$ cat src/rac_addr_map.sv
// Shared constants of the rectifier control block and the address map.
// Assumes identifier levels arrive as millivolt codes from a converter
// that runs on the same clock.
`timescale 1ns/1ps
package rac_pkg;
   localparam int CLK_HZ = 50_000_000;
   localparam int CLK_PER_MS = CLK_HZ / 1000;
   localparam int DELAY_S = 10;
   localparam int RAMP_MS = 120;
   localparam int AUX_LEAD_MS = 450;
   localparam int HOLDUP_MS = 15;
   localparam int PGW_MS = 3;
   localparam int AUX_HOLD_MS = 1000;
   localparam int BLINK_MS = 250;
   localparam int DELAY_CYC = DELAY_S * CLK_HZ;
   localparam int AUX_LEAD_CYC = AUX_LEAD_MS * CLK_PER_MS;
   localparam int PGW_LEAD_CYC = (HOLDUP_MS - PGW_MS) * CLK_PER_MS;
   localparam int AUX_HOLD_CYC = AUX_HOLD_MS * CLK_PER_MS;
   localparam int BLINK_CYC = BLINK_MS * CLK_PER_MS;
   localparam logic [6:0] RAMP_LO_PCT = 7'h0A;
   localparam logic [6:0] RAMP_HI_PCT = 7'h5A;
   localparam int RAMP_STEP_CYC = (RAMP_MS * CLK_PER_MS) / 80;
   localparam logic [11:0] PROG_LIMIT_MV = 12'hBB8;
   localparam logic [15:0] VOUT_DEFAULT_MV = 16'hD2F0;
   localparam logic [15:0] VOUT_PROG_MIN_MV = 16'hABE0;
   localparam logic [15:0] PROG_GAIN = 16'h000E;
   localparam logic [15:0] PROG_DIV = 16'h0003;
   localparam logic [15:0] PG_VOUT_MV = 16'h9C40;
   localparam logic [8:0] AC_BLINK_V = 9'h050;
   localparam logic [7:0] CMD_VOUT = 8'h21;
   localparam logic [2:0] ADDR_HI = 3'h4;
   localparam logic [6:0] ADDR_BCAST = 7'h00;
   localparam logic [1:0] SETTLE_CYC = 2'h3;
   localparam logic [3:0] UNIT_INVALID = 4'h0;
   localparam logic [11:0] UNIT_TH [10] = '{12'hC4E, 12'hB13, 12'h9C9,
      12'h87F, 12'h735, 12'h5EB, 12'h4A1, 12'h357, 12'h20D, 12'h0B4};
   localparam logic [11:0] RACK_TH [7] = '{12'hBEA, 12'h9F6, 12'h802,
      12'h640, 12'h4B0, 12'h2EE, 12'h0FA};
   localparam logic [3:0] ADDR_LUT [80] = '{
      4'h0, 4'h1, 4'h2, 4'h3, 4'h0, 4'h0, 4'h1, 4'h0, 4'h0, 4'h0,
      4'h4, 4'h5, 4'h6, 4'h7, 4'h0, 4'h2, 4'h3, 4'h0, 4'h0, 4'h0,
      4'h8, 4'h9, 4'hA, 4'hB, 4'h0, 4'h4, 4'h5, 4'h0, 4'h0, 4'h0,
      4'hC, 4'hD, 4'hE, 4'hF, 4'h0, 4'h6, 4'h7, 4'h0, 4'h1, 4'h2,
      4'h0, 4'h0, 4'h0, 4'h0, 4'h0, 4'h8, 4'h9, 4'h3, 4'h4, 4'h5,
      4'h0, 4'h1, 4'h2, 4'h3, 4'h4, 4'hA, 4'hB, 4'h6, 4'h7, 4'h8,
      4'h5, 4'h6, 4'h7, 4'h8, 4'h9, 4'hC, 4'hD, 4'h9, 4'hA, 4'hB,
      4'hA, 4'hB, 4'hC, 4'hD, 4'hE, 4'hE, 4'hF, 4'hC, 4'hD, 4'hE};
   typedef enum logic [1:0] {ST_OFF, ST_WAIT, ST_RAMP, ST_ON} rac_st_t;
endpackage

module rac_addr_map
   import rac_pkg::*;
(
   input wire logic [11:0] unit_select_level_i,
   input wire logic [11:0] rack_select_level_i,
   output logic [3:0] unit_num_o,
   output logic [3:0] rack_num_o,
   output logic [3:0] addr_cfg_o
);
   logic [6:0] idx;

   // unit level bands
   always_comb begin
      unit_num_o = 4'hA;
      for (int i = 9; i >= 0; i--) begin
         if (unit_select_level_i > UNIT_TH[i]) begin
            unit_num_o = 4'(i);
         end
      end
   end

   // rack level bands
   always_comb begin
      rack_num_o = 4'h8;
      for (int i = 6; i >= 0; i--) begin
         if (rack_select_level_i > RACK_TH[i]) begin
            rack_num_o = 4'(i + 1);
         end
      end
   end

   // fixed address lookup
   always_comb begin
      idx = 7'(({3'h0, rack_num_o} - 7'h01) * 7'h0A)
         + 7'({3'h0, unit_num_o} - 7'h01);
      if (unit_num_o == UNIT_INVALID) begin
         addr_cfg_o = 4'h0;
      end else begin
         addr_cfg_o = ADDR_LUT[idx];
      end
   end
endmodule

$ cat src/rac_ctrl.sv
// Rectifier management control: address and mode straps, setpoint
// ownership, output start sequencing, warning and input indicator.
// Assumes levels are millivolt codes on clock_i; straps are async pins.
// Contract
// target address is 100 then the four configured bits, 40 to 4F.
// address byte bit 0 is direction, 0 write, 1 read.
// address bits come only from sampled unit and rack levels.
// unit level decodes into eleven bands, invalid and units 1 to 10.
// rack level decodes into eight values, 3.3 V is the default.
// open mode pin selects I2C, resistor to return selects RS485.
// under hardware, pin below 3 V sets output, else default 54 V.
// after command 0x21 executes, the programming pin is ignored.
// in I2C mode wait 10 s after input returns before output rises.
// in I2C mode output ramps 10 to 90 percent over 120 ms.
// power good warning rises 3 ms before output falls below 40 V.
// aux standby is on at least 450 ms before main reaches regulation.
// input indicator blinks while input is below 80 V AC.
// firmware ownership lasts until controller reset.
// a read through the broadcast address reports invalid command.
// fixed lookup maps unit and rack to address bits, else 0000.
// broadcast writes act exactly as writes to own address.
// straps are sampled once after reset and held until next reset.
`timescale 1ns/1ps
module rac_ctrl
   import rac_pkg::*;
#(
   parameter int DELAY_CYCLES = DELAY_CYC,
   parameter int AUX_LEAD_CYCLES = AUX_LEAD_CYC,
   parameter int RAMP_STEP_CYCLES = RAMP_STEP_CYC,
   parameter int PGW_LEAD_CYCLES = PGW_LEAD_CYC,
   parameter int AUX_HOLD_CYCLES = AUX_HOLD_CYC,
   parameter int BLINK_CYCLES = BLINK_CYC
) (
   input wire logic clock_i,
   input wire logic rst_i,
   input wire logic [11:0] unit_select_level_i,
   input wire logic [11:0] rack_select_level_i,
   input wire logic mode_pin_open_i,
   input wire logic [11:0] prog_level_i,
   input wire logic ac_in_ok_i,
   input wire logic [8:0] ac_in_volts_i,
   input wire logic [15:0] vout_mv_i,
   input wire logic cmd_valid_i,
   input wire logic [7:0] cmd_addr_i,
   input wire logic [7:0] cmd_code_i,
   input wire logic [15:0] cmd_data_i,
   output logic [6:0] target_addr_o,
   output logic i2c_mode_o,
   output logic cfg_valid_o,
   output logic cmd_ack_o,
   output logic invalid_cmd_o,
   output logic fw_owner_o,
   output logic [15:0] setpoint_mv_o,
   output logic main_enable_o,
   output logic [6:0] ramp_pct_o,
   output logic main_in_reg_o,
   output logic aux_standby_output_o,
   output logic power_good_warning_o,
   output logic input_led_o
);
   logic [3:0] addr_cfg;
   logic [2:0] mode_s_q, mode_s_d, ac_s_q, ac_s_d;
   logic mode_f_q, mode_f_d, ac_f_q, ac_f_d;
   logic [1:0] settle_q, settle_d;
   logic cfg_q, cfg_d, i2c_q, i2c_d;
   logic [3:0] addr_q, addr_d;
   logic own, bcast, ack_q, ack_d, inv_q, inv_d;
   logic fw_q, fw_d;
   logic [15:0] fw_mv_q, fw_mv_d, sp_q, sp_d;
   rac_st_t st_q, st_d;
   logic [31:0] cnt_q, cnt_d, loss_q, loss_d, blink_q, blink_d;
   logic [6:0] pct_q, pct_d;
   logic aux_q, aux_d, pgw_q, pgw_d, led_q, led_d;

   function automatic logic [31:0] sat_inc(input logic [31:0] v);
      sat_inc = (v == 32'hFFFFFFFF) ? v : v + 32'h00000001;
   endfunction

   rac_addr_map u_map (
      .unit_select_level_i(unit_select_level_i),
      .rack_select_level_i(rack_select_level_i),
      .unit_num_o(),
      .rack_num_o(),
      .addr_cfg_o(addr_cfg)
   );

   // Mode strap and input-good pass three flops; accept once two agree
   always_comb begin
      mode_s_d = {mode_s_q[1:0], mode_pin_open_i};
      ac_s_d = {ac_s_q[1:0], ac_in_ok_i};
      mode_f_d = (mode_s_q[2] == mode_s_q[1]) ? mode_s_q[2] : mode_f_q;
      ac_f_d = (ac_s_q[2] == ac_s_q[1]) ? ac_s_q[2] : ac_f_q;
      settle_d = settle_q;
      cfg_d = cfg_q;
      i2c_d = i2c_q;
      addr_d = addr_q;
      // one sample after settling
      if (!cfg_q) begin
         if (settle_q == SETTLE_CYC) begin
            cfg_d = 1'b1;
            // open pin means I2C
            i2c_d = mode_f_q;
            // address from identifier levels
            addr_d = addr_cfg;
         end else begin
            settle_d = settle_q + 2'h1;
         end
      end
   end

   // fixed high bits, R2: bit 0 is direction
   assign own = cfg_q && (cmd_addr_i[7:1] == {ADDR_HI, addr_q});
   assign bcast = cfg_q && (cmd_addr_i[7:1] == ADDR_BCAST);

   always_comb begin
      ack_d = 1'b0;
      inv_d = 1'b0;
      fw_d = fw_q;
      fw_mv_d = fw_mv_q;
      if (cmd_valid_i) begin
         // broadcast read refused
         if (bcast && cmd_addr_i[0]) begin
            inv_d = 1'b1;
         // broadcast write treated as own
         end else if ((own || bcast) && !cmd_addr_i[0]) begin
            ack_d = 1'b1;
            // firmware takes the setpoint
            if (cmd_code_i == CMD_VOUT) begin
               fw_d = 1'b1;
               fw_mv_d = cmd_data_i;
            end
         end else if (own) begin
            ack_d = 1'b1;
         end
      end
      // pin below limit sets output
      if (fw_q) begin
         sp_d = fw_mv_q;
      end else if (prog_level_i < PROG_LIMIT_MV) begin
         sp_d = VOUT_PROG_MIN_MV
            + ({4'h0, prog_level_i} * PROG_GAIN) / PROG_DIV;
      end else begin
         sp_d = VOUT_DEFAULT_MV;
      end
   end

   // Start sequencing; RS485 has no long delay but keeps the aux lead
   always_comb begin
      st_d = st_q;
      cnt_d = sat_inc(cnt_q);
      pct_d = pct_q;
      loss_d = ac_f_q ? 32'h0 : sat_inc(loss_q);
      aux_d = aux_q;
      if (ac_f_q) begin
         aux_d = 1'b1;
      end else if (loss_q >= 32'(AUX_HOLD_CYCLES)) begin
         aux_d = 1'b0;
      end
      case (st_q)
         ST_OFF: begin
            if (ac_f_q && cfg_q) begin
               st_d = ST_WAIT;
               cnt_d = 32'h0;
            end
         end
         ST_WAIT: begin
            // ten second delay; R12: aux lead
            if (!ac_f_q) begin
               st_d = ST_OFF;
            end else if (cnt_q >= 32'(i2c_q ? DELAY_CYCLES
                  : AUX_LEAD_CYCLES)) begin
               st_d = ST_RAMP;
               cnt_d = 32'h0;
               pct_d = RAMP_LO_PCT;
            end
         end
         ST_RAMP: begin
            // 80 steps over the rise interval
            if (!ac_f_q) begin
               st_d = ST_OFF;
            end else if (cnt_q >= 32'(RAMP_STEP_CYCLES - 1)) begin
               cnt_d = 32'h0;
               pct_d = pct_q + 7'h01;
               if (pct_q + 7'h01 == RAMP_HI_PCT) begin
                  st_d = ST_ON;
               end
            end
         end
         ST_ON: begin
            if (!ac_f_q) begin
               st_d = ST_OFF;
            end
         end
         default: st_d = ST_OFF;
      endcase
      if (st_d == ST_OFF) begin
         pct_d = 7'h0;
      end
      // warn ahead of hold-up end or on low output
      pgw_d = (loss_q >= 32'(PGW_LEAD_CYCLES))
         || (st_q == ST_ON && vout_mv_i < PG_VOUT_MV);
      // blink on low input
      blink_d = sat_inc(blink_q);
      led_d = led_q;
      if (ac_in_volts_i >= AC_BLINK_V) begin
         led_d = 1'b1;
         blink_d = 32'h0;
      end else if (blink_q >= 32'(BLINK_CYCLES - 1)) begin
         led_d = !led_q;
         blink_d = 32'h0;
      end
   end

   always_ff @(posedge clock_i) begin
      mode_s_q <= mode_s_d;
      ac_s_q <= ac_s_d;
      if (rst_i) begin
         // reset drops firmware ownership
         mode_f_q <= 1'b1;
         ac_f_q <= 1'b0;
         settle_q <= 2'h0;
         cfg_q <= 1'b0;
         i2c_q <= 1'b1;
         addr_q <= 4'h0;
         ack_q <= 1'b0;
         inv_q <= 1'b0;
         fw_q <= 1'b0;
         fw_mv_q <= VOUT_DEFAULT_MV;
         sp_q <= VOUT_DEFAULT_MV;
         st_q <= ST_OFF;
         cnt_q <= 32'h0;
         pct_q <= 7'h0;
         loss_q <= 32'h0;
         aux_q <= 1'b0;
         pgw_q <= 1'b0;
         blink_q <= 32'h0;
         led_q <= 1'b1;
      end else begin
         mode_f_q <= mode_f_d;
         ac_f_q <= ac_f_d;
         settle_q <= settle_d;
         cfg_q <= cfg_d;
         i2c_q <= i2c_d;
         addr_q <= addr_d;
         ack_q <= ack_d;
         inv_q <= inv_d;
         fw_q <= fw_d;
         fw_mv_q <= fw_mv_d;
         sp_q <= sp_d;
         st_q <= st_d;
         cnt_q <= cnt_d;
         pct_q <= pct_d;
         loss_q <= loss_d;
         aux_q <= aux_d;
         pgw_q <= pgw_d;
         blink_q <= blink_d;
         led_q <= led_d;
      end
   end

   assign target_addr_o = {ADDR_HI, addr_q};
   assign i2c_mode_o = i2c_q;
   assign cfg_valid_o = cfg_q;
   assign cmd_ack_o = ack_q;
   assign invalid_cmd_o = inv_q;
   assign fw_owner_o = fw_q;
   assign setpoint_mv_o = sp_q;
   assign main_enable_o = (st_q == ST_RAMP) || (st_q == ST_ON);
   assign ramp_pct_o = pct_q;
   assign main_in_reg_o = (st_q == ST_ON);
   assign aux_standby_output_o = aux_q;
   assign power_good_warning_o = pgw_q;
   assign input_led_o = led_q;
endmodule

$ cat config.mk
export PLATFORM = sky130hd
export DESIGN_NAME = rac_ctrl
export DESIGN_NICKNAME = d
export VERILOG_FILES = /design/src/rac_addr_map.sv /design/src/rac_ctrl.sv
export SDC_FILE = /design/constraint.sdc
export NUM_CORES = 1
export LEC_CHECK = 0
export BUFFER_PORTS_ARGS = -buffer_cell sky130_fd_sc_hd__buf_2
export CAP_MARGIN = 20
export CORE_AREA = 3 3 290 206
export CTS_CLUSTER_DIAMETER = 150
export CTS_CLUSTER_SIZE = 20
export DETAILED_ROUTE_END_ITERATION = 6
export DIE_AREA = 0 0 293 209
export HOLD_SLACK_MARGIN = 0.03
export PLACE_DENSITY = 0.52
export SLEW_MARGIN = 5
export SYNTH_ARGS = -nofsm -noshare
export SYNTH_HDL_FRONTEND = slang
export SYNTH_SLANG_ARGS = --single-unit
$ cat constraint.sdc
create_clock -name clock_i -period 11.7 [get_ports clock_i]
set_clock_uncertainty 0.15 [all_clocks]
set_input_delay 0.585 -clock clock_i [delete_from_list [all_inputs] [get_ports clock_i]]
set_output_delay 0.585 -clock clock_i [all_outputs]
set_load 0.02 [all_outputs]
==> results of run 1 <==
==> path summary, 6_finish.rpt <==
path,start,to,slack [ns],cells past startpoint
worst min register to register,ac_s_q[0],ac_s_q[1],0.18,0
worst max-delay path,prog_level_i[0],setpoint_mv_o[0],0.02,51
worst max register to register,i2c_mode_o,ramp_pct_o[4],7.34,21
worst min-delay path,mode_pin_open_i,mode_s_q[0],0.1,1
==> kinds of logic (layout without fill, tap and decap cells) <==
family	count (synthesis)	after routing	share of synthesized area
mux	30	30	0.0226
buf+inv	133	616	0.0428
xor+xnor	146	146	0.0924
flops	159	159	0.223
compound gates	507	507	0.252
other cells	2	12	0.000527
simple gates	822	822	0.289
fa+ha+maj	80	80	0.0774
==> placed cells by master (no fill, tap or decap), drive strengths merged, types with 14 or more instances in the layout <==
cell / n
buf: 525
nor2: 260
dfxtp: 159
nand2: 153
a21oi: 130
o21ai: 94
nand3: 80
xnor2: 76
xor2: 70
nor3: 68
ha: 65
inv: 65
nand4: 41
nand2b: 35
and3: 33
o211ai: 31
a21o: 26
a211oi: 25
nor4: 25
mux2i: 24
a31oi: 22
and2: 21
o31ai: 21
o22ai: 20
or3: 19
nor2b: 18
a211o: 17
clkbuf: 17
fa: 14
==> timing repair <==
| action | 4_1_cts | 5_1_grt |
|---|---|---|
| setup buffers | 3 | 12 |
| setup endpoints to repair | 2 | 2 |
| pin swaps | 2 | 14 |
| resized for setup | 19 | 53 |
==> final cells by class <==
| cell class | count | area share |
|---|---|---|
| Clock buffer | 17 | 0.0217 |
| Clock inverter | 15 | 0.00665 |
| Inverter | 59 | 0.0113 |
| Multi-Input combinational cell | 1597 | 0.560 |
| Sequential cell | 159 | 0.163 |
| Tap cell | 750 | 0.0480 |
| Timing Repair Buffer | 525 | 0.190 |
==> cells in the mapped netlist (17+ instances only) <==
master	number	area share
nor2_1	260	0.068
dfxtp_1	159	0.22
nand2_1	150	0.040
a21oi_1	121	0.042
nand3_1	80	0.028
o21ai_0	78	0.027
xnor2_1	74	0.045
xor2_1	67	0.041
nor3_1	66	0.023
ha_1	65	0.057
inv_1	57	0.015
clkbuf_1	43	0.011
nand4_1	41	0.018
nand2b_1	35	0.015
and3_1	31	0.014
o211ai_1	27	0.014
a21o_1	26	0.014
nor4_1	24	0.011
mux2i_1	22	0.015
a211oi_1	21	0.011
a31oi_1	20	0.0088
o22ai_1	19	0.0083
o31ai_1	19	0.010
and2_1	18	0.0079
nor2b_1	18	0.0079
or3_1	18	0.0079
a211o_1	17	0.010
==> critical path, delay by kind of cell <==
family | cells | cell delay, ns
AOI/OAI and AO/OA | 22 | 5.07
xor gates and xnor gates | 4 | 0.69
adders and majority gates | 4 | 1.26
buffers and inverters | 9 | 1.29
muxes | 3 | 0.95
and+or+nand+nor | 9 | 1.96
==> metrics by stage <==
stage          cell area [um^2]  hold WS (ns)  TNS (ns)  instances  setup WS (ns)
2_1_floorplan             14400         0.160         0       1889         0.0385
5_1_grt                   19600        0.0698    -0.728       3122         -0.407
4_1_cts                   19100        0.0778         0       3106        0.00185
3_3_place_gp              18500         0.164     -1.15       3071         -0.604
6_report                  19600        0.0987         0       3122         0.0158
3_5_place_dp              18500         0.165     -1.48       3071         -0.756
==> routing by layer <==
metal	track usage	vias to the layer above	part of all wire
met5	0	-	0
met4	0.0273	0	0.013
met2	0.223	383	0.40
met3	0.0362	39	0.062
li1	-	7858	-
met1	0.232	7397	0.52
==> state kept, by name (all words and copies together) (netlist names) <==
name	flops
ac_f_q	1
ac_s_q	3
addr_q	4
aux_standby_output_o	1
blink_q	32
cfg_valid_o	1
cmd_ack_o	1
cnt_q	32
fw_mv_q	16
fw_owner_o	1
i2c_mode_o	1
input_led_o	1
invalid_cmd_o	1
loss_q	32
mode_f_q	1
mode_s_q	3
power_good_warning_o	1
ramp_pct_o	7
setpoint_mv_o	16
settle_q	2
st_q	2
==> results.sh, run 1 <==
export IMPL_endpoint_kind="flip-flop"
export IMPL_cts_sinks=159
export IMPL_setup_viol=0
export IMPL_cts_root_buffer="clkbuf_16"
export IMPL_cp_slowest_cell="fa_1"
export IMPL_worstPathRequired_ns=11.86
export IMPL_period_share=0.999
export IMPL_syn_cell_area_mm2=0.0143
export IMPL_syn_avg_cell_area_um2=7.59
export IMPL_path_clk_slew_ns=0.07
export IMPL_crit_path_max_fanout=7
export IMPL_start_kind="primary input"
export IMPL_worst_slew_pin_slew_ns=0.985
export IMPL_register_area_mm2=0.00318
export IMPL_grt_max_degree=53
export IMPL_synth_cell_types=124
export IMPL_htreeDepth=4
export IMPL_floorplan_core_area_mm2=0.0569
export IMPL_first_pass_iters=7
export IMPL_grt_setup_unrepaired="yes"
export IMPL_start_util=0.250
export IMPL_layout_drive_gt1_share=0.289
export IMPL_synth_edf_count=0
export IMPL_synthFlopType="dfxtp_1"
export IMPL_hp_class="primary input to flip-flop"
export IMPL_slew_limit_headroom=0.339
export IMPL_nets=2536
export IMPL_crit_path_frequent_cell="buf_4"
export IMPL_wl_mm=49.2
export IMPL_violations="DRC"
export IMPL_synth_cells=1879
export IMPL_status="finished with violations"
export IMPL_routedWlPerCell_um=15.7
export IMPL_synth_seq_cells=159
export IMPL_area_growth_pct=37.3
export IMPL_drv_cap=0
export IMPL_multiInputGateArea_mm2=0.0110
export IMPL_drtIter0Drc=1150
export IMPL_cts_path_max_buffers=2
export IMPL_grt_pass1_wl_mm=77.6
export IMPL_finalMaxSlewViolations=0
export IMPL_yosysSeqAreaShare=0.223
export IMPL_drc=1
export IMPL_hpwl_mm=39.4
export IMPL_yosys_warnings=0
export IMPL_postRouteAntennaNets=0
export IMPL_portBuffers=124
export IMPL_clock_latency_ns=0.44
export IMPL_grt_use_total=0.154
export IMPL_n_fill_cell=5986
export IMPL_n_antenna_cell=0
export IMPL_vias=15700
export IMPL_fin_util=0.344
export IMPL_die_w_um=293
export IMPL_max_freq_ghz=0.0856
export IMPL_dieHeight_um=209
export IMPL_antenna_found_initial=0
export IMPL_rows=73
export IMPL_period_needed_ns=11.68
export IMPL_cts_buffers=17
export IMPL_grt_ovfl_total=0
export IMPL_place_congestion=0.871
export IMPL_grt_pass1_vias=14900
export IMPL_hold_buffers=0
export IMPL_cts_tree="built"
export IMPL_async_flop_share=0
export IMPL_vias_per_cell=5.02
export IMPL_arrival_ns=11.84
export IMPL_io_pins=138
export IMPL_critical_path_class="primary input to flip-flop"
export IMPL_hold_viol=0
export IMPL_dieArea_mm2=0.0612
export IMPL_slowest_delay_ns=0.55
Power of run 1 is not shown: default switching activity piles up to over one toggle a cycle in this logic, so the estimate is an artifact.
==> run 2, diff against run 1 <==
- CORE_AREA: 3 3 290 206 -> 3 3 243 245
- DIE_AREA: 0 0 293 209 -> 0 0 246 248
==> run 2 against run 1 <==
Compared with the run above: the flow now finishes without violations; count of clock-buffer cells in the layout unchanged; worst setup slack improved by 0.26 ns; die area is 0.37% lower; core utilization is 0.22 points lower; final area increased by 0.17%; global-route usage up 0.15 points; register-to-register slack got worse by 0.09 ns; via count is 0.21% lower; non-clock buffer count fell by 12; critical endpoint unchanged.
==> results.sh, run 2 (same netlist as run 1, synthesis figures left out) <==
export IMPL_status="finished, final reports clean"
export IMPL_crit_path_max_fanout=7
export IMPL_hold_viol=0
export IMPL_cp_num_cells=48
export IMPL_start_kind="primary input"
export IMPL_r2r_start="i2c_mode_o"
export IMPL_arrival_ns=11.61
export IMPL_area_growth_pct=37.5
export IMPL_placed_cells=3082
export IMPL_worst_slew_pin_slew_ns=1.26
export IMPL_slew_limit_headroom=0.152
export IMPL_fin_util=0.342
export IMPL_drtIter0Drc=1048
export IMPL_grt_setup_unrepaired="yes"
export IMPL_worstPathRequired_ns=11.88
export IMPL_endpoint_kind="flip-flop"
export IMPL_rr_worst_depth=20
export IMPL_cts_buffers=17
export IMPL_vias_per_cell=5.01
export IMPL_nets=2524
export IMPL_cp_slowest_cell="fa_1"
export IMPL_portBuffers=124
export IMPL_max_freq_ghz=0.0875
export IMPL_floorplan_core_area_mm2=0.0574
export IMPL_grt_ovfl_total=0
export IMPL_path_clk_slew_ns=0.09
export IMPL_first_pass_iters=5
export IMPL_cts_root_buffer="clkbuf_16"
export IMPL_dieArea_mm2=0.0610
export IMPL_cts_tree="built"
export IMPL_die_w_um=246
export IMPL_grt_max_degree=53
export IMPL_grt_pass1_vias=15200
export IMPL_final_common_cell="buf_4"
export IMPL_crit_start="prog_level_i[0]"
export IMPL_hpwl_mm=38.4
export IMPL_drc=0
export IMPL_vias=15600
export IMPL_setup_viol=0
export IMPL_worst_path_buf_inv=7
export IMPL_final_setup_tns_ns=0
export IMPL_postRouteAntennaNets=0
export IMPL_critPathTopFamily="simple AND/OR/NAND/NOR gates"
export IMPL_endpoint="setpoint_mv_o[0]"
export IMPL_n_antenna_cell=0
export IMPL_rrSetupSlack_ns=7.25
export IMPL_htreeDepth=4
export IMPL_cts_path_max_buffers=2
export IMPL_min_from="mode_pin_open_i"
export IMPL_routedWlPerCell_um=15.4
export IMPL_antenna_found_initial=0
export IMPL_largestRegisters="blink_q: 32 flops, cnt_q: 32 flops, loss_q: 32 flops"
export IMPL_start_util=0.248
export IMPL_slowest_delay_ns=0.54
export IMPL_hp_class="primary input to flip-flop"
export IMPL_finalMaxSlewViolations=0
export IMPL_io_pins=138
export IMPL_layout_common_cells="buf_4 (385), nor2_1 (254), dfxtp_1 (159)"
export IMPL_layout_drive_gt1_share=0.298
export IMPL_period_needed_ns=11.43
export IMPL_grt_use_total=0.156
export IMPL_rows=88
export IMPL_period_share=0.977
export IMPL_instances_no_fill=3125
export IMPL_grt_pass1_wl_mm=78.0
export IMPL_worstReg2RegEnd="cnt_q[30]"
export IMPL_hold_buffers=0
export IMPL_holdWs_ns=0.104
export IMPL_dieHeight_um=248
export IMPL_drv_cap=0
export IMPL_cts_sinks=159
export IMPL_place_congestion=0.897
export IMPL_critical_path_class="primary input to flip-flop"
export IMPL_clock_latency_ns=0.46
export IMPL_wl_mm=48.1
[run 2: what timing repair did]
item                                    4_1_cts  5_1_grt
resized for setup                             6       95
pin swaps                                     0       18
endpoints found under the setup margin        2        2
setup buffers                                 0        9
[run 2: through the flow]
step / worst slack (ns) / area, um^2
final: 0.272 / 19600
after global routing: -0.247 / 19600
after CTS: 0.0222 / 19000
after detailed placement: -0.497 / 18400
after global placement: -0.332 / 18400
after floorplan: 0.0385 / 14400
[run 2: how the worst min path moves through the flow]
stage / slack, ns / depth (start not counted) / to
floorplan: 0.16 / 0 / ac_s_q[1]
global placement: 0.16 / 0 / mode_s_q[1]
detailed placement: 0.16 / 0 / ac_s_q[1]
CTS: 0.07 / 1 / mode_s_q[0]
global route: 0.07 / 1 / mode_s_q[0]
finish: 0.10 / 1 / mode_s_q[0]
[run 2: per-layer routing]
layer / global-route usage / routed length, um / up-vias
li1: - / - / 7819
met1: 0.210 / 23200 / 7487
met2: 0.262 / 22200 / 297
met3: 0.0230 / 2130 / 41
met4: 0.0347 / 612 / 0
met5: 0 / 0 / -
[run 2: worst register-to-register path, delay by kind of cell, from the launching register on]
kind            cells  cell delay (ns)
fa+ha+maj           1             0.36
compound gates     10             1.98
buf+inv             1             0.29
flops               1             0.50
simple gates        8             1.03
[run 2: cell type report]
type / count / area (um^2)
Inverter: 59 / 221
Sequential cell: 159 / 3180
Clock buffer: 17 / 425
Multi-Input combinational cell: 1597 / 11100
Clock inverter: 15 / 161
Fill cell: 6031 / 37800
Timing Repair Buffer: 513 / 3560
Tap cell: 765 / 957
Power of run 2 is left out for the same reason.
